**src/shared/ppmc_defines.vh**
```
`ifndef PPMC_DEFINES_VH
`define PPMC_DEFINES_VH
// register byte addresses (word aligned)
`define PPMC_ADDR_MODE 8'h00
`define PPMC_ADDR_SETTINGS 8'h04
`define PPMC_ADDR_CTRL 8'h08
`define PPMC_ADDR_STATUS 8'h0C
`define PPMC_ADDR_IRQ_STAT 8'h10
`define PPMC_ADDR_IRQ_MASK 8'h14
`define PPMC_ADDR_CHG 8'h18
`define PPMC_ADDR_DEFAULTS 8'h1C
// mode field encodings
`define PPMC_MODE_OFF 4'h0
`define PPMC_MODE_NOCHG 4'h4
`define PPMC_MODE_CHG 4'h5
`define PPMC_MODE_REV 4'hA
`define PPMC_MODE_RST 4'h5
// charger sub-state codes from the charger state machine
`define PPMC_CS_PRE 3'h0
`define PPMC_CS_TRICKLE 3'h1
`define PPMC_CS_FAST 3'h2
`define PPMC_CS_TOPOFF 3'h3
`define PPMC_CS_DONE 3'h4
`define PPMC_CS_THERM 3'h5
`define PPMC_CS_WDOG 3'h6
`define PPMC_CS_TFAULT 3'h7
// charger detail code while held off by strap
`define PPMC_DTLS_HELD 8'h05
// reset values of host settings; maximum reverse current limit field
`define PPMC_VINREG_RST 5'h00
`define PPMC_RILIM_RST 3'h0
`define PPMC_RILIM_MAX 3'h7
// control bit positions
`define PPMC_CTRL_STANDBY 0
`define PPMC_CTRL_HCE 1
// input status / irq bit positions
`define PPMC_IRQ_INCHG 0
// power path target encodings
`define PPMC_SW_OFF 2'h0
`define PPMC_SW_ON 2'h1
`define PPMC_SW_LINEAR 2'h2
`define PPMC_SW_SUPPL 2'h3
`define PPMC_SYS_NONE 2'h0
`define PPMC_SYS_BATTREG 2'h1
`define PPMC_SYS_SUPPL 2'h2
// input detail codes
`define PPMC_IN_UV 2'h0
`define PPMC_IN_OV 2'h2
`define PPMC_IN_OK 2'h3
// power states
`define PPMC_PS_BATT 3'h1
`define PPMC_PS_NOCHG 3'h2
`define PPMC_PS_CHG 3'h3
`define PPMC_PS_REV 3'h4
`define PPMC_PS_STANDBY 3'h5
`endif

```
**src/verilog/ppmc_sync2.v**
```verilog
// two-stage synchroniser, one per bit
module ppmc_sync2 #(
    parameter W = 2
) (
    input wire i_ref_clk,
    input wire i_arst_n,
    input wire [W-1:0] i_d,
    output wire [W-1:0] o_q
);
    genvar g;
    generate
        for (g = 0; g < W; g = g + 1)
        begin : g_bit
            reg meta_ff;
            reg sync_ff;
            always @(posedge i_ref_clk or negedge i_arst_n)
            begin
                if (!i_arst_n)
                begin
                    meta_ff <= 1'b0;
                    sync_ff <= 1'b0;
                end
                else
                begin
                    meta_ff <= i_d[g];
                    sync_ff <= meta_ff;
                end
            end
            assign o_q[g] = sync_ff;
        end
    endgenerate
endmodule

```
**src/verilog/ppmc_power_path.v**
```verilog
// Functional notes
// - valid input with mode 0, standby bit or standby pin: converter off, switch on.
// - valid input, mode 4: converter on, no charging, system at battery regulation, switch off.
// - mode 5 non-charging sub-states: system at battery regulation, switch off.
// - mode 5 precharge or trickle: system at battery regulation, switch linear.
// - mode 5 fast charge or top-off: switch fully on.
// - switch off and system sagging to supplement level: switch to supplement, regulate there.
// - no valid input, reverse mode included: switch fully on regardless of mode.
// - reverse mode regulates input to 5.1V, 3-bit current limit, 3A maximum.
// - forward mode regulates input to 5-bit input regulation setting.
// - invalid or out-of-range input: battery-only state in any mode except reverse outside standby, which gives the reverse state.
// - mode field resets to 0x05, charging forward.
// - strap mix of resistor and bias-tied pins: hold charging, detail 0x05, good cleared.
// - host charge enable resets to 0; charging held until host sets it.
// - four defaults from straps; host may overwrite each over the bus.
// - undervoltage qualification latches; clears only in loop with input current under 30mA.
// - input valid only when qualified above undervoltage and below overvoltage.
// - input status change raises interrupt; mask bit suppresses the output.
// - readable input valid flag and 2-bit input detail field.
`include "ppmc_defines.vh"
module ppmc_power_path (
    input wire i_ref_clk,
    input wire i_arst_n,
    input wire [7:0] i_avs_address,
    input wire i_avs_read,
    input wire i_avs_write,
    input wire [31:0] i_avs_writedata,
    input wire [3:0] i_avs_byteenable,
    output reg [31:0] o_avs_readdata,
    output reg o_avs_waitrequest,
    output reg [1:0] o_avs_response,
    input wire i_standby_pin_input,
    input wire i_uvlo_above,
    input wire i_ovlo_below,
    input wire i_adaptive_input_current_loop,
    input wire i_iin_below_30ma,
    input wire i_sys_at_supplement,
    input wire [2:0] i_chg_substate,
    input wire [3:0] i_cfg_pin_resistor,
    input wire [3:0] i_cfg_pin_bias,
    input wire [7:0] i_charger_detail_sm,
    input wire i_chg_good_sm,
    input wire [6:0] i_dflt_input_limit,
    input wire [5:0] i_dflt_topoff,
    input wire [6:0] i_dflt_charge_current,
    input wire [5:0] i_dflt_term_voltage,
    output reg o_converter_en,
    output reg o_charge_en,
    output reg o_reverse_en,
    output reg [1:0] o_battery_path_switch,
    output reg [1:0] o_sys_target,
    output reg [4:0] o_vin_reg_target,
    output reg o_vin_reg_fixed_5v1,
    output reg [2:0] o_rev_ilim,
    output reg [2:0] o_power_state,
    output reg [6:0] o_input_limit,
    output reg [5:0] o_topoff,
    output reg [6:0] o_charge_current,
    output reg [5:0] o_term_voltage,
    output reg o_irq
);
    wire [1:0] cmp_sync;
    reg [3:0] mode_ff;
    reg standby_request_bit_ff;
    reg host_charge_enable_ff;
    reg [4:0] input_regulation_voltage_setting_ff;
    reg [2:0] reverse_current_limit_field_ff;
    reg [6:0] lim_ff;
    reg [5:0] topoff_ff;
    reg [6:0] chg_cur_ff;
    reg [5:0] term_v_ff;
    reg strap_done_ff;
    reg strap_hold_ff;
    reg uv_qual_ff;
    reg [1:0] input_detail_field_ff;
    reg input_change_interrupt_ff;
    reg input_change_mask_ff;
    reg [31:0] nxt_rdata;
    reg nxt_err;
    reg [1:0] nxt_sw;
    reg [1:0] nxt_sys;
    reg [2:0] nxt_ps;
    reg nxt_conv;
    reg nxt_chg;
    reg nxt_rev;
    wire input_valid_flag;
    wire [1:0] nxt_detail;
    wire bus_req;
    wire wr_hit;
    wire standby_any;
    wire chg_noncharging;
    wire chg_linear;
    wire [7:0] charger_detail_code;
    wire charger_good_flag;

    ppmc_sync2 #(
        .W(2)
    ) u_sync (
        .i_ref_clk(i_ref_clk),
        .i_arst_n(i_arst_n),
        .i_d({i_ovlo_below, i_uvlo_above}),
        .o_q(cmp_sync)
    );

    // undervoltage qualifier latch
    always @(posedge i_ref_clk or negedge i_arst_n)
    begin
        if (!i_arst_n)
            uv_qual_ff <= 1'b0;
        else if (cmp_sync[0])
            uv_qual_ff <= 1'b1;
        else if (i_adaptive_input_current_loop && i_iin_below_30ma)
            uv_qual_ff <= 1'b0;
    end

    assign input_valid_flag = uv_qual_ff && cmp_sync[1];
    assign nxt_detail = !uv_qual_ff ? `PPMC_IN_UV :
                        !cmp_sync[1] ? `PPMC_IN_OV : `PPMC_IN_OK;

    // strap check captured once after reset release
    always @(posedge i_ref_clk or negedge i_arst_n)
    begin
        if (!i_arst_n)
        begin
            strap_done_ff <= 1'b0;
            strap_hold_ff <= 1'b0;
        end
        else if (!strap_done_ff)
        begin
            strap_done_ff <= 1'b1;
            strap_hold_ff <= (|i_cfg_pin_resistor) && (|i_cfg_pin_bias);
        end
    end

    assign charger_detail_code = strap_hold_ff ? `PPMC_DTLS_HELD : i_charger_detail_sm;
    assign charger_good_flag = strap_hold_ff ? 1'b0 : i_chg_good_sm;

    assign bus_req = i_avs_read || i_avs_write;
    assign wr_hit = i_avs_write && !o_avs_waitrequest;

    // register writes; charge settings load from straps until overwritten
    always @(posedge i_ref_clk or negedge i_arst_n)
    begin
        if (!i_arst_n)
        begin
            mode_ff <= `PPMC_MODE_RST;
            standby_request_bit_ff <= 1'b0;
            host_charge_enable_ff <= 1'b0;
            input_regulation_voltage_setting_ff <= `PPMC_VINREG_RST;
            reverse_current_limit_field_ff <= `PPMC_RILIM_RST;
            input_change_mask_ff <= 1'b0;
            lim_ff <= 7'h00;
            topoff_ff <= 6'h00;
            chg_cur_ff <= 7'h00;
            term_v_ff <= 6'h00;
        end
        else
        begin
            if (!strap_done_ff)
            begin
                lim_ff <= i_dflt_input_limit;
                topoff_ff <= i_dflt_topoff;
                chg_cur_ff <= i_dflt_charge_current;
                term_v_ff <= i_dflt_term_voltage;
            end
            else if (wr_hit && i_avs_address == `PPMC_ADDR_DEFAULTS)
            begin
                if (i_avs_byteenable[0])
                    lim_ff <= i_avs_writedata[6:0];
                if (i_avs_byteenable[1])
                    topoff_ff <= i_avs_writedata[13:8];
                if (i_avs_byteenable[2])
                    chg_cur_ff <= i_avs_writedata[22:16];
                if (i_avs_byteenable[3])
                    term_v_ff <= i_avs_writedata[29:24];
            end
            if (wr_hit && i_avs_byteenable[0])
            begin
                case (i_avs_address)
                    `PPMC_ADDR_MODE:
                        mode_ff <= i_avs_writedata[3:0];
                    `PPMC_ADDR_SETTINGS:
                        input_regulation_voltage_setting_ff <= i_avs_writedata[4:0];
                    `PPMC_ADDR_CTRL:
                    begin
                        standby_request_bit_ff <= i_avs_writedata[`PPMC_CTRL_STANDBY];
                        host_charge_enable_ff <= i_avs_writedata[`PPMC_CTRL_HCE];
                    end
                    `PPMC_ADDR_IRQ_MASK:
                        input_change_mask_ff <= i_avs_writedata[`PPMC_IRQ_INCHG];
                    default:
                        ;
                endcase
            end
            if (wr_hit && i_avs_byteenable[1] && i_avs_address == `PPMC_ADDR_SETTINGS)
                reverse_current_limit_field_ff <= i_avs_writedata[10:8];
        end
    end

    // input status and change interrupt; set wins over clear
    always @(posedge i_ref_clk or negedge i_arst_n)
    begin
        if (!i_arst_n)
        begin
            input_detail_field_ff <= `PPMC_IN_UV;
            input_change_interrupt_ff <= 1'b0;
        end
        else
        begin
            input_detail_field_ff <= nxt_detail;
            if (nxt_detail != input_detail_field_ff)
                input_change_interrupt_ff <= 1'b1;
            else if (wr_hit && i_avs_address == `PPMC_ADDR_IRQ_STAT &&
                     i_avs_byteenable[0] && i_avs_writedata[`PPMC_IRQ_INCHG])
                input_change_interrupt_ff <= 1'b0;
        end
    end

    assign standby_any = (mode_ff == `PPMC_MODE_OFF) || standby_request_bit_ff ||
                         i_standby_pin_input;
    assign chg_noncharging = i_chg_substate[2];
    assign chg_linear = (i_chg_substate == `PPMC_CS_PRE) ||
                        (i_chg_substate == `PPMC_CS_TRICKLE);

    // power path decision
    always @*
    begin
        nxt_sw = `PPMC_SW_ON;
        nxt_sys = `PPMC_SYS_NONE;
        nxt_ps = `PPMC_PS_BATT;
        nxt_conv = 1'b0;
        nxt_chg = 1'b0;
        nxt_rev = 1'b0;
        if (!input_valid_flag)
        begin
            nxt_sw = `PPMC_SW_ON;
            nxt_ps = `PPMC_PS_BATT;
            if (mode_ff == `PPMC_MODE_REV && !standby_any)
            begin
                nxt_rev = 1'b1;
                nxt_conv = 1'b1;
                nxt_ps = `PPMC_PS_REV;
            end
        end
        else if (standby_any)
        begin
            nxt_sw = `PPMC_SW_ON;
            nxt_ps = `PPMC_PS_STANDBY;
        end
        else if (mode_ff == `PPMC_MODE_NOCHG)
        begin
            nxt_conv = 1'b1;
            nxt_sys = `PPMC_SYS_BATTREG;
            nxt_sw = `PPMC_SW_OFF;
            nxt_ps = `PPMC_PS_NOCHG;
        end
        else if (mode_ff == `PPMC_MODE_CHG)
        begin
            nxt_conv = 1'b1;
            nxt_ps = `PPMC_PS_CHG;
            nxt_chg = host_charge_enable_ff && !strap_hold_ff && strap_done_ff;
            if (chg_noncharging || !nxt_chg)
            begin
                nxt_sys = `PPMC_SYS_BATTREG;
                nxt_sw = `PPMC_SW_OFF;
            end
            else if (chg_linear)
            begin
                nxt_sys = `PPMC_SYS_BATTREG;
                nxt_sw = `PPMC_SW_LINEAR;
            end
            else
                nxt_sw = `PPMC_SW_ON;
        end
        else
        begin
            nxt_sw = `PPMC_SW_ON;
            nxt_ps = `PPMC_PS_STANDBY;
        end
        if (nxt_conv && !nxt_rev && nxt_sw == `PPMC_SW_OFF && i_sys_at_supplement)
        begin
            nxt_sw = `PPMC_SW_SUPPL;
            nxt_sys = `PPMC_SYS_SUPPL;
        end
    end

    // registered outputs
    always @(posedge i_ref_clk or negedge i_arst_n)
    begin
        if (!i_arst_n)
        begin
            o_converter_en <= 1'b0;
            o_charge_en <= 1'b0;
            o_reverse_en <= 1'b0;
            o_battery_path_switch <= `PPMC_SW_ON;
            o_sys_target <= `PPMC_SYS_NONE;
            o_vin_reg_target <= `PPMC_VINREG_RST;
            o_vin_reg_fixed_5v1 <= 1'b0;
            o_rev_ilim <= `PPMC_RILIM_RST;
            o_power_state <= `PPMC_PS_BATT;
            o_input_limit <= 7'h00;
            o_topoff <= 6'h00;
            o_charge_current <= 7'h00;
            o_term_voltage <= 6'h00;
            o_irq <= 1'b0;
        end
        else
        begin
            o_converter_en <= nxt_conv;
            o_charge_en <= nxt_chg;
            o_reverse_en <= nxt_rev;
            o_battery_path_switch <= nxt_sw;
            o_sys_target <= nxt_sys;
            o_vin_reg_target <= input_regulation_voltage_setting_ff;
            o_vin_reg_fixed_5v1 <= nxt_rev;
            o_rev_ilim <= reverse_current_limit_field_ff;
            o_power_state <= nxt_ps;
            o_input_limit <= lim_ff;
            o_topoff <= topoff_ff;
            o_charge_current <= chg_cur_ff;
            o_term_voltage <= term_v_ff;
            o_irq <= input_change_interrupt_ff && !input_change_mask_ff;
        end
    end

    // read mux
    always @*
    begin
        nxt_rdata = 32'h00000000;
        nxt_err = 1'b0;
        case (i_avs_address)
            `PPMC_ADDR_MODE:
                nxt_rdata = {28'h0000000, mode_ff};
            `PPMC_ADDR_SETTINGS:
                nxt_rdata = {21'h000000, reverse_current_limit_field_ff,
                             3'h0, input_regulation_voltage_setting_ff};
            `PPMC_ADDR_CTRL:
                nxt_rdata = {30'h00000000, host_charge_enable_ff, standby_request_bit_ff};
            `PPMC_ADDR_STATUS:
                nxt_rdata = {21'h000000, o_power_state, 5'h00,
                             input_detail_field_ff, input_valid_flag};
            `PPMC_ADDR_IRQ_STAT:
                nxt_rdata = {31'h00000000, input_change_interrupt_ff};
            `PPMC_ADDR_IRQ_MASK:
                nxt_rdata = {31'h00000000, input_change_mask_ff};
            `PPMC_ADDR_CHG:
                nxt_rdata = {23'h000000, charger_good_flag, charger_detail_code};
            `PPMC_ADDR_DEFAULTS:
                nxt_rdata = {2'h0, term_v_ff, 1'b0, chg_cur_ff, 2'h0, topoff_ff, 1'b0, lim_ff};
            default:
                nxt_err = 1'b1;
        endcase
    end

    // one wait cycle per access: waitrequest low on the second cycle
    always @(posedge i_ref_clk or negedge i_arst_n)
    begin
        if (!i_arst_n)
        begin
            o_avs_waitrequest <= 1'b1;
            o_avs_readdata <= 32'h00000000;
            o_avs_response <= 2'h0;
        end
        else if (bus_req && o_avs_waitrequest)
        begin
            o_avs_waitrequest <= 1'b0;
            o_avs_readdata <= i_avs_read ? nxt_rdata : 32'h00000000;
            o_avs_response <= nxt_err ? 2'h2 : 2'h0;
        end
        else
        begin
            o_avs_waitrequest <= 1'b1;
            o_avs_response <= 2'h0;
        end
    end
endmodule

```
**config.mk**
```make
export PLATFORM = sky130hd
export DESIGN_NAME = ppmc_power_path
export DESIGN_NICKNAME = d
export VERILOG_FILES = /design/src/verilog/ppmc_sync2.v /design/src/verilog/ppmc_power_path.v
export VERILOG_INCLUDE_DIRS = /design/src /design/src/shared
export SDC_FILE = /design/constraint.sdc
export NUM_CORES = 1
export LEC_CHECK = 0
export BUFFER_PORTS_ARGS = -buffer_cell sky130_fd_sc_hd__buf_2
export CORE_MARGIN = 2
export CORE_UTILIZATION = 49
export CTS_CLUSTER_SIZE = 30
export DETAILED_ROUTE_END_ITERATION = 16
export GPL_ROUTABILITY_DRIVEN = 0
export PLACE_DENSITY = 0.79
export SETUP_SLACK_MARGIN = 0.15
export SYNTH_ARGS = -nofsm -noshare
export SYNTH_HDL_FRONTEND = slang
export SYNTH_HIERARCHICAL = 1
export SYNTH_SLANG_ARGS = --single-unit
```
**constraint.sdc**
```tcl
create_clock -name i_ref_clk -period 2.2 [get_ports i_ref_clk]
set_input_delay 0.11 -clock i_ref_clk [delete_from_list [all_inputs] [get_ports i_ref_clk]]
set_output_delay 0.11 -clock i_ref_clk [all_outputs]
set_load 0.1 [all_outputs]
```
# == Word-level counts from Yosys, hierarchy flattened ==
# Index checks and enable logic that the tools add are counted.
# totals
reg_bits,131
wordCells,153
inputBits,100
# op_classes
n_eq_ne,17
n_mux,54
n_reduce_logical,47
# ops
operator,n
$pmux W30 S8,1
$mux W7,6
$mux W6,6
$eq A8 B5 Y1 const B,4
$mux W32,1
$mux W1,23
$mux W2,11
$logic_and A1 B1 Y1,19
$eq A8 B4 Y1 const B,2
$reduce_and A2 Y1,8
$mux W3,5
$eq A4 B3 Y1 const B,2
$eq A8 B3 Y1 const B,1
$logic_not A8 Y1,1
$mux W8,1
$ne A2 B2 Y1 const B,4
$reduce_or A4 Y1,2
$reduce_or A8 Y1,1
$logic_not A1 Y1,6
$logic_or A1 B1 Y1,5
$eq A4 B4 Y1 const B,1
$logic_not A4 Y1,1
$reduce_bool A2 Y1,2
$eq A3 B1 Y1 const B,1
other kinds (4),4

# == Logic depth before layout (Yosys ltp) ==
# Gate-level depths: netlist (run 1).
# logic_depth
word_depth,14
mapped_depth,8
ltp_nobuf,5

# == By module ==
# Netlist (run 1), hierarchy kept.
# by_module_without_submodules
mod,seq_area_each_um2,area_per_inst_um2,cells_each,instances
ppmc_power_path,3034.2,4829.6,362,1
ppmc_sync2,100.1,115.1,6,1

# == Least setup slack after synthesis (run 1) ==
# No wires, ideal clock.
# synth_path
path_kind,register to register
from,reg o_avs_waitrequest
to,reg input_regulation_voltage_setting_ff[0]
setup_slack_ns,0.333
synth_period_minus_slack_ns,1.867
arrival_time_ns,1.742
path_stages_with_launch,5
path_buffers,0
setup_ns,0.125
cell_sequence,dfstp_2 nand3b_1 and2b_1 nand2_1 mux2_2
# synth_via
elab_chain_len,4
# synth_lines
item,line,text
from (decl),ppmc_power_path.v:30,"output reg o_avs_waitrequest,"
from (signal assigned),ppmc_power_path.v:360,o_avs_waitrequest <= 1'b1;
from (signal assigned),ppmc_power_path.v:366,o_avs_waitrequest <= 1'b0;
from (signal assigned),ppmc_power_path.v:372,o_avs_waitrequest <= 1'b1;
$logic_not A1 Y1,ppmc_power_path.v:139,assign wr_hit = i_avs_write && !o_avs_waitrequest;
$logic_and A1 B1 Y1,ppmc_power_path.v:139,
$logic_and A1 B1 Y1,ppmc_power_path.v:177,if (wr_hit && i_avs_byteenable[0])
$reduce_and A2 Y1 (no line),n/a,
to (signal assigned),ppmc_power_path.v:149,input_regulation_voltage_setting_ff <= `PPMC_VINREG_RST;
to (signal assigned),ppmc_power_path.v:183,input_regulation_voltage_setting_ff <= i_avs_writedata[4:0];
to (decl),ppmc_power_path.v:66,reg [4:0] input_regulation_voltage_setting_ff;
# Every way passes these cells.
# A chain may end at the register's enable or synchronous reset.

# == Final worst setup path (run 1) ==
# layout_path
from,in i_cfg_pin_resistor[2]
to,reg strap_hold_ff
# layout_via
elab_chain_len,2
# layout_lines
item,line,text
from (decl),ppmc_power_path.v:39,"input wire [3:0] i_cfg_pin_resistor,"
$reduce_or A4 Y1,ppmc_power_path.v:131,strap_hold_ff <= (|i_cfg_pin_resistor) && (|i_cfg_pin_bias);
$logic_and A1 B1 Y1,ppmc_power_path.v:131,
to (signal assigned),ppmc_power_path.v:131,
to (decl),ppmc_power_path.v:73,reg strap_hold_ff;
# Every way passes these cells.

==> impl_metrics.ini, run 1 <==
[sta]
finalCritPeriodShare_pct = 81.98
fmax_mhz = 554.5
fin_hold_ws_ns = 0.03195
fin_ws_ns = 0.3965
finalMaxSlewViolations = 0
slew_headroom_pct = 30.47
setup_viol = 0
min_period_ns = 1.803
finalHoldViolations = 0
tightest_slew_ns = 1.043
rsz0062_at_grt = no
fin_tns_setup_ns = 0
skew_ns = 0.007911

[synthesis]
synth_top_cell_by_area = dfrtp_1
synthArstFlopShare_pct = 100.0
syn_area_um2 = 4945
yosysWarnings = 6
synthAdderAreaFrac_pct = 0
synth.top_cells.by_area = dfrtp_1, mux2_2, a22o_1
synth_compound_area_share_pct = 13.06
synth_top_family_by_area = compound AO/OA/AOI/OAI gates
seq_area_frac_synth_pct = 63.39
synth_mux_area_share_pct = 7.566
synthCells = 368
yosysUniqueCellTypes = 53
synth_ff_type = dfrtp_1
synthSimpleGateAreaFrac_pct = 12.15
avgSynthCellArea_um2 = 13.44
synth_top_area_share_pct = 60.73
synth-xor-area-share_pct = 0.1771
synth_edf_count = 0
synth-seq-cells = 125

[worst_hold_path]
whs_path_depth = 4
worstHoldEndpoint = o_avs_readdata[0]
hp-class = input pin to register
hold_path.startpoint = i_charger_detail_sm[0]

[clock_network]
clk_pin_slew_ns = 0.06
cts_max_level = 4
post-cts-setup-buffer-count = 0
cts-root-buf = clkbuf_8
cts_tree = done
clkLatencyLatePin_ns = 0.52
clock-sinks = 125
numCtsBuffers = 17
clockBufferDepth = 2

[grt]
grt.total_usage_pct = 27.01
grt_max_degree = 59
grt-ovfl-total = 0
grt_pass1_wl_mm = 22.54
first_global_vias = 4245
grt_antenna_before_repair = 1

[job]
max_cap_viol_count = 0

[drt]
drt_wl_total_mm = 14.02
vias_per_cell = 5.351
wl_per_cell_um = 18.38
drt_pass1_iterations = 5
num_vias = 4083
drt_iter0_markers = 260
drc_errors = 0
ant_nets = 0

[worst_setup_path]
reg2reg_depth = 5
r2r-end = o_power_state[0]
critical_path.max_stage_delay_ns = 0.60
crit_type = input pin to register
critPathBufInv = 4
path_cells = dlygate4sd3_1, buf_2, nor4_1, dlygate4sd3_1, o31ai_1, dlygate4sd3_1
crit_fanout = 1
startpoint_type = input pin
worstPathRequired_ns = 2.59
r2r_start = mode_ff[2]
cpLargestDelayFamily = buffers and inverters
cp-end-kind = register
r2r_slack_ns = 0.40
cp_slowest_cell = dlygate4sd3_1
cp_common_cell = dlygate4sd3_1
critical_path_arrival_ns = 2.20

[final_layout]
final_common_cell = buf_2
num-fill-cells = 628
nets = 716
final_cell_mix = buf_2, dfrtp_1, dlygate4sd3_1
finalCoreUtilization_pct = 73.60
multi_input_area_um2 = 1659
final-seq-area_um2 = 3136
drive_gt1_share_pct = 42.61
syn_to_final_growth_pct = 45.50

[pwr]
pwr-share-comb_pct = 15.5
p_sw_share_pct = 28.71
p_seq_share_pct = 40.9
ir_drop_mv = 0.4954
p_clk_share_pct = 43.6
switching_power_mw = 1.749
p_per_area_nw_per_um2 = 846.6
intPower_mw = 4.342
power.leakage_nw = 3.607

[die]
initial_core_util_pct = 50.59
chipHeight_um = 104.5
die_w_um = 104.5
core.rowCount = 36
core_um2 = 9774
die-area_um2 = 10910
boundaryPins = 181

[placed_design]
post-dp-hpwl_mm = 9.109
numPortBuffers = 167
dp_slack_ns = 0.3963

[outcome]
status = complete, no violations
-- cell usage after synthesis, types with 4 or more instances --
master / count
o21ai_0: 4
and4_1: 4
buf_4: 10
or3_1: 4
a221o_1: 7
buf_2: 4
clkbuf_1: 8
nor4_1: 4
nand3_1: 9
nor2_1: 19
or2_2: 13
dfstp_2: 5
mux2_2: 17
mux2i_1: 16
dfrtp_1: 120
a22o_1: 20
o221a_2: 13
nand2_1: 12
a21oi_1: 21
-- logic make-up after synthesis --
| logic type | after synthesis |
|---|---|
| and+or+nand+nor | 95 |
| xor gates and xnor gates | 1 |
| muxes | 34 |
| AOI/OAI and AO/OA | 82 |
| buffers and inverters | 29 |
| DFF | 125 |
| other | 2 |
-- layer usage --
metal / part of all wire, % / vias to the layer above / track usage [%]
met2: 50 / 197 / 44.07
met1: 40 / 2014 / 33.24
met5: 0 / - / 0
met3: 8.2 / 24 / 9.712
met4: 2.1 / 0 / 9.556
li1: - / 1848 / -
-- tightest hold or removal path, cell delays in order --
cell and delay, ns:
buf_2 0.08, o21ai_0 0.07, o211ai_1 0.10, a31o_2 0.16
-- registers in the layout, summed over array words and instances, names as in the netlist, 3 cells and up --
signal / count
lim_ff: 7
o_rev_ilim: 3
reverse_current_limit_field_ff: 3
o_avs_readdata: 27
mode_ff: 4
o_term_voltage: 6
o_power_state: 3
o_input_limit: 7
input_regulation_voltage_setting_ff: 5
o_topoff: 6
topoff_ff: 6
o_vin_reg_target: 5
term_v_ff: 6
o_charge_current: 7
chg_cur_ff: 7
-- power groups by stage --
stage,Clock (mW),Sequential (mW),Combinational (mW)
final,2.65,2.49,0.945
after global routing,2.80,2.51,0.993
after CTS,2.67,2.49,0.938
after detailed placement,0,2.52,0.836
after global placement,0,2.52,0.828
after floorplan,0,2.89,0.214
-- worst max path at each step --
stage | depth (start not counted) | to | slack [ns] | start
after global routing | 6 | strap_hold_ff | 0.29 | i_cfg_pin_resistor[2]
after detailed placement | 5 | o_power_state[0] | 0.40 | mode_ff[2]
after floorplan | 4 | input_regulation_voltage_setting_ff[0] | 0.33 | o_avs_waitrequest
after global placement | 5 | o_power_state[0] | 0.44 | mode_ff[2]
final | 6 | strap_hold_ff | 0.40 | i_cfg_pin_resistor[2]
after CTS | 3 | strap_hold_ff | 0.31 | strap_done_ff
-- metrics by stage --
stage / total power, mW / std cells / area, um2
2_1_floorplan: 3.103 / 373 / 4964
3_3_place_gp: 3.348 / 658 / 5904
3_5_place_dp: 3.361 / 658 / 5904
4_1_cts: 6.096 / 762 / 7191
5_1_grt: 6.303 / 763 / 7194
6_report: 6.091 / 763 / 7194
-- what timing repair did --
| item | in CTS | in global routing |
|---|---|---|
| hold buffers | 72 | 0 |
| resized for setup | 0 | 1 |
| endpoints found under the hold margin | 104 | 0 |
| endpoints found under the setup margin | 0 | 1 |
-- layout make-up --
type                    count  share of cell area [%]
clock inverters            12                   1.670
inverters                   3                  0.1565
multi-input cells         219                   23.06
well taps                 133                   2.313
clock buffers              20                   6.191
repair buffers            250                   22.99
flip-flops and latches    125                   43.58
diodes                      1                 0.03478
Note: power is estimated with default switching activity, not from simulation.
==> run 2: changes to the inputs <==
--- a/config.mk
+++ b/config.mk
@@ -6,13 +6,14 @@
 export SDC_FILE = /design/constraint.sdc
 export NUM_CORES = 1
 export LEC_CHECK = 0
+export ABC_AREA = 1
 export BUFFER_PORTS_ARGS = -buffer_cell sky130_fd_sc_hd__buf_2
 export CORE_MARGIN = 2
-export CORE_UTILIZATION = 49
+export CORE_UTILIZATION = 45
 export CTS_CLUSTER_SIZE = 30
 export DETAILED_ROUTE_END_ITERATION = 16
 export GPL_ROUTABILITY_DRIVEN = 0
-export PLACE_DENSITY = 0.79
+export PLACE_DENSITY = 0.76
 export SETUP_SLACK_MARGIN = 0.15
 export SYNTH_ARGS = -nofsm -noshare
 export SYNTH_HDL_FRONTEND = slang
==> constraint.sdc (replaced) <==
create_clock -name i_ref_clk -period 1.6 [get_ports i_ref_clk]
set_input_delay 0.08 -clock i_ref_clk [delete_from_list [all_inputs] [get_ports i_ref_clk]]
set_output_delay 0.08 -clock i_ref_clk [all_outputs]
set_load 0.1 [all_outputs]
==> run 2 against run 1 <==
Net effect: via count is 14% higher; worst setup slack worse by 0.21 ns; first-iteration DRC count is 15% higher; worst hold slack worse by 0.028 ns; global-route usage is 3.5 points lower; critical path type is now register to primary output; sequential share of layout area is 0.39 points lower; critical path depth is 5 lower; final cell count is 25% higher; total power is 43% higher.
==> impl_metrics.ini, run 2 <==
[final_layout]
largest-register = o_avs_readdata
multi_input_area_um2 = 1803
final-seq-area_um2 = 3138
syn_to_final_growth_pct = 39.53
num-fill-cells = 916
largest_register_ffs = 27
nets = 896
final_common_cell = nand2_1
drive_gt1_share_pct = 31.64
final_cell_mix = nand2_1, buf_2, dfrtp_1

[sta]
finalMaxSlewViolations = 0
fmax_mhz = 705.7
setup_viol = 0
min_period_ns = 1.417
finalHoldViolations = 0
rsz0062_at_grt = yes
slew_headroom_pct = 65.49
skew_ns = 0.007921
finalCritPeriodShare_pct = 88.57
fin_tns_setup_ns = 0
tightest_slew_ns = 0.5212
fin_ws_ns = 0.1830

[clock_network]
clockBufferDepth = 2
cts_max_level = 4
clock-sinks = 125
cts-root-buf = clkbuf_16
clk_pin_slew_ns = 0.06
cts_tree = done
numCtsBuffers = 17
clkLatencyLatePin_ns = 0.41

[synthesis]
synth_common_cells = nand2_1, dfrtp_1, o21ai_0
yosysMostFrequentCell = nand2_1
avgSynthCellArea_um2 = 8.992
seq_area_frac_synth_pct = 60.20
synth_edf_count = 0
synth_top_area_share_pct = 57.68
synth_top_cell_by_area = dfrtp_1
synth_ff_type = dfrtp_1
synthArstFlopShare_pct = 100.0
synth.top_cells.by_area = dfrtp_1, nand2_1, o21ai_0
synthCells = 579
syn_area_um2 = 5206
yosysWarnings = 6
yosysUniqueCellTypes = 32
synth-seq-cells = 125

[drt]
drc_errors = 0
drt_pass1_iterations = 5
drt_iter0_markers = 300
vias_per_cell = 4.894
num_vias = 4664
ant_nets = 0
wl_per_cell_um = 14.68
drt_wl_total_mm = 13.99

[die]
boundaryPins = 181
core.rowCount = 39
chipHeight_um = 111.6
initial_core_util_pct = 45.79
die-area_um2 = 12450
core_um2 = 11370
die_w_um = 111.6

[worst_setup_path]
path_cells = buf_2
critical_path_arrival_ns = 1.34
worstPathRequired_ns = 1.52
crit_type = register to primary output
cp-end-kind = primary output
critPathBufInv = 1
cpLargestDelayFamily = flip-flops
critical_path.max_stage_delay_ns = 0.51
startpoint_type = register
cp_slowest_cell = dfstp_2
crit_fanout = 1

[grt]
grt_pass1_wl_mm = 23.18
grt-ovfl-total = 0
grt_antenna_before_repair = 0
first_global_vias = 4815
grt.total_usage_pct = 23.56
grt_max_degree = 48

[worst_hold_path]
hp-class = input pin to register

[placed_design]
post-dp-hpwl_mm = 10.06
dp_slack_ns = 0.1179
numPortBuffers = 167

[pwr]
p_clk_share_pct = 43.2
pwr-share-comb_pct = 17.1
intPower_mw = 6.070
ir_drop_mv = 0.6841
switching_power_mw = 2.659
p_seq_share_pct = 39.7
p_per_area_nw_per_um2 = 1202
p_sw_share_pct = 30.46
power.leakage_nw = 3.882

[job]
max_cap_viol_count = 0

[outcome]
status = complete, no violations
[run 2: changes by cell type in the layout (fill, tap and decap cells not counted), sizes merged, moves of 7 or more]
cell         previous run  this run
nor2                   19        37
mux2i                  16         0
or2                    14         6
nand3                   9        48
nand2                  12       209
a22o                   20         0
dlygate4sd3            72        37
inv                     3        49
mux2                   17         0
o221a                  13         0
a221o                   7         0
a21oi                  21         8
o21ai                   6        55
[run 2: cell type report]
type | instances | area share, %
flip-flops and latches | 125 | 43.20
multi-input cells | 385 | 24.82
repair buffers | 219 | 18.83
clock buffers | 19 | 6.235
inverters | 48 | 2.480
well taps | 143 | 2.463
clock inverters | 13 | 1.946
diodes | 1 | 0.03445
[run 2: path summary, 6_finish.rpt]
kind                                          startpoint                        to  slack [ns]  cells past startpoint
worst min register to register   u_sync/g_bit[0].meta_ff   u_sync/g_bit[0].sync_ff        0.35                      0
worst max-delay path            o_battery_path_switch[0]  o_battery_path_switch[0]        0.18                      1
min in group asynchronous                       i_arst_n          o_power_state[1]        0.15                      2
worst min-delay path                  i_avs_writedata[2]                mode_ff[2]       0.004                      3
worst max register to register         o_avs_waitrequest             chg_cur_ff[2]        0.21                      7
max in group asynchronous                       i_arst_n               o_topoff[4]        0.87                      3
[run 2: kinds of logic (layout without fill, tap and decap cells)]
group           Yosys count  count (layout)  share of synthesized area [%]
flops                   125             125                          60.20
compound gates           68              68                          7.210
other cells               2               8                         0.1442
buf+inv                  74             299                          6.585
simple gates            308             308                          25.52
xor+xnor                  2               2                         0.3365
[run 2: metal layers]
metal,GRT usage [%],vias up,routed length [um]
met4,11.03,0,350
met1,28.74,2184,5691
met5,0,-,0
met3,5.770,29,902
li1,-,2258,-
met2,39.67,193,7042
[run 2: metrics by stage]
| step | hold slack, ns | util [%] | power, mW | cells | area, um2 |
|---|---|---|---|---|---|
| 2_1_floorplan | -0.2156 | - | 4.535 | 584 | 5276 |
| 3_3_place_gp | 0.02789 | 54.68 | 4.889 | 881 | 6217 |
| 3_5_place_dp | 0.04006 | 54.68 | 4.915 | 881 | 6217 |
| 4_1_cts | 0.002364 | 63.28 | 8.774 | 950 | 7194 |
| 5_1_grt | 0.02178 | 63.87 | 9.037 | 952 | 7262 |
| 6_report | 0.003525 | 63.89 | 8.728 | 953 | 7264 |
[run 2: power groups by stage]
stage	sequential, mW	combinational, mW	clock [mW]
after floorplan	4.16	0.376	0
after global placement	3.51	1.38	0
after detailed placement	3.52	1.40	0
after CTS	3.46	1.48	3.83
after global routing	3.48	1.58	3.97
final	3.47	1.49	3.77
[run 2: repair_timing]
action | CTS | global route
hold buffers | 37 | 0
resized for setup | 3 | 13
setup endpoints to repair | 9 | 35
setup buffers | 0 | 2
pin swaps | 0 | 2
hold endpoints to repair | 139 | 0
cloned | 0 | 0
==> run 3: changes to the inputs <==
--- a/config.mk
+++ b/config.mk
@@ -7,9 +7,12 @@
 export NUM_CORES = 1
 export LEC_CHECK = 0
 export ABC_AREA = 1
+export ABC_CLOCK_PERIOD_IN_PS = 1600
 export BUFFER_PORTS_ARGS = -buffer_cell sky130_fd_sc_hd__buf_2
+export CAP_MARGIN = 10
 export CORE_MARGIN = 2
 export CORE_UTILIZATION = 45
+export CTS_BUF_LIST = sky130_fd_sc_hd__clkbuf_16
 export CTS_CLUSTER_SIZE = 30
 export DETAILED_ROUTE_END_ITERATION = 16
 export GPL_ROUTABILITY_DRIVEN = 0
==> run 3 against run 2 <==
Net effect: wire length barely moved; non-clock buffer count rose by 1; cell area fell by 0.14%; first-iteration DRC count rose by 24%.
==> impl_metrics.ini, run 3 (same netlist as run 2, synthesis figures left out) <==
[outcome]
status = complete, no violations

[drt]
ant_nets = 0
drc_errors = 0
wl_per_cell_um = 14.65
vias_per_cell = 4.931
num_vias = 4704
drt_wl_total_mm = 13.98
drt_iter0_markers = 373
drt_pass1_iterations = 5

[final_layout]
syn_to_final_growth_pct = 39.34
num-fill-cells = 909
final_common_cell = nand2_1
design_area_um2 = 7254
largest-register = o_avs_readdata
finalCoreUtilization_pct = 63.81
nets = 897
final_cell_mix = nand2_1, buf_2, dfrtp_1
largest_register_ffs = 27
drive_gt1_share_pct = 31.36

[worst_setup_path]
path_cells = buf_2
cpLargestDelayFamily = flip-flops
critical_path.max_stage_delay_ns = 0.51
crit_fanout = 1
r2r_start = mode_ff[1]
r2r-end = o_sys_target[0]
reg2reg_depth = 7
critical_path_arrival_ns = 1.34
crit_type = register to primary output
cp_slowest_cell = dfstp_2
worstPathRequired_ns = 1.52
r2r_slack_ns = 0.21
critPathBufInv = 1
startpoint_type = register
cp-end-kind = primary output

[sta]
fin_hold_ws_ns = 0.003146
min_period_ns = 1.415
rsz0062_at_grt = yes
skew_ns = 0.009243
fin_ws_ns = 0.1847
fin_tns_setup_ns = 0
fmax_mhz = 706.6
slew_headroom_pct = 65.49
finalCritPeriodShare_pct = 88.46
setup_viol = 0
finalHoldViolations = 0
tightest_slew_ns = 0.5212
finalMaxSlewViolations = 0

[placed_design]
dp_slack_ns = 0.1179
post-dp-hpwl_mm = 10.06
numPortBuffers = 167
place_area_um2 = 6217

[pwr]
p_sw_share_pct = 30.75
switching_power_mw = 2.653
ir_drop_mv = 0.8549
power.leakage_nw = 3.875
p_seq_share_pct = 40.2
intPower_mw = 5.976
pwr-share-comb_pct = 17.3
p_clk_share_pct = 42.5
p_per_area_nw_per_um2 = 1189

[die]
initial_core_util_pct = 45.79
core_um2 = 11370
chipHeight_um = 111.6
die_w_um = 111.6
boundaryPins = 181
die-area_um2 = 12450
core.rowCount = 39

[grt]
grt.total_usage_pct = 23.52
grt-ovfl-total = 0
grt_antenna_before_repair = 0
first_global_vias = 4831
grt_pass1_wl_mm = 23.15
grt_max_degree = 48

[clock_network]
clockBufferDepth = 2
numCtsBuffers = 17
cts_tree = done
clkLatencyLatePin_ns = 0.41
cts_max_level = 4
cts-root-buf = clkbuf_16
clk_pin_slew_ns = 0.06
clock-sinks = 125

[worst_hold_path]
hold_path.startpoint = i_avs_writedata[2]
whs_path_depth = 3
worstHoldEndpoint = mode_ff[2]
hp-class = input pin to register

[job]
max_cap_viol_count = 0
==> run 3: through the flow <==
stage	power, mW	std cells
after global placement	4.889	881
after global routing	8.942	953
after CTS	8.676	951
after detailed placement	4.915	881
final	8.628	954
after floorplan	4.535	584
==> run 3: layout make-up <==
| type | count | area, um2 | area share (%) |
|---|---|---|---|
| multi-input combinational | 385 | 1803 | 24.85 |
| sequential | 125 | 3138 | 43.26 |
| clock buffer | 17 | 425.4 | 5.864 |
| antenna | 1 | 2.502 | 0.03449 |
| clock inverter | 15 | 148.9 | 2.052 |
| tap | 143 | 178.9 | 2.466 |
| inverter | 48 | 180.2 | 2.484 |
| timing repair buffer | 220 | 1378 | 18.99 |
==> run 3: layer usage <==
metal / GRT usage, % / part of all wire (%) / vias to the layer above / routed length [um]
met5: 0 / 0 / - / 0
met4: 11.28 / 2.6 / 0 / 361
met3: 6.097 / 6.4 / 32 / 890
met2: 39.11 / 50 / 216 / 7047
met1: 28.81 / 41 / 2196 / 5679
li1: - / - / 2260 / -
==> run 3: worst max path at each step <==
stage / startpoint / to / slack (ns) / depth (start not counted)
3_5_place_dp: i_avs_address[1] / o_avs_readdata[16] / 0.12 / 7
6_report: o_battery_path_switch[0] / o_battery_path_switch[0] / 0.18 / 1
2_1_floorplan: o_avs_waitrequest / o_avs_readdata[19] / 0.13 / 5
4_1_cts: o_avs_waitrequest / o_avs_waitrequest / 0.15 / 1
3_3_place_gp: i_avs_address[7] / o_avs_readdata[13] / 0.20 / 7
5_1_grt: mode_ff[1] / o_sys_target[0] / 0.10 / 7
==> run 3: repair_timing <==
item                                    in CTS  in global routing
endpoints found under the hold margin      139                  0
buffers inserted                             0                  2
pin swaps                                    0                  2
resized for setup                            3                 13
hold buffers                                38                  0
endpoints found under the setup margin       9                 35
==> run 3: power by group through the flow <==
stage	combinational (mW)	clock, mW	sequential [mW]
6_report	1.50	3.67	3.47
5_1_grt	1.58	3.87	3.48
4_1_cts	1.48	3.73	3.46
3_5_place_dp	1.40	0	3.52
3_3_place_gp	1.38	0	3.51
2_1_floorplan	0.376	0	4.16
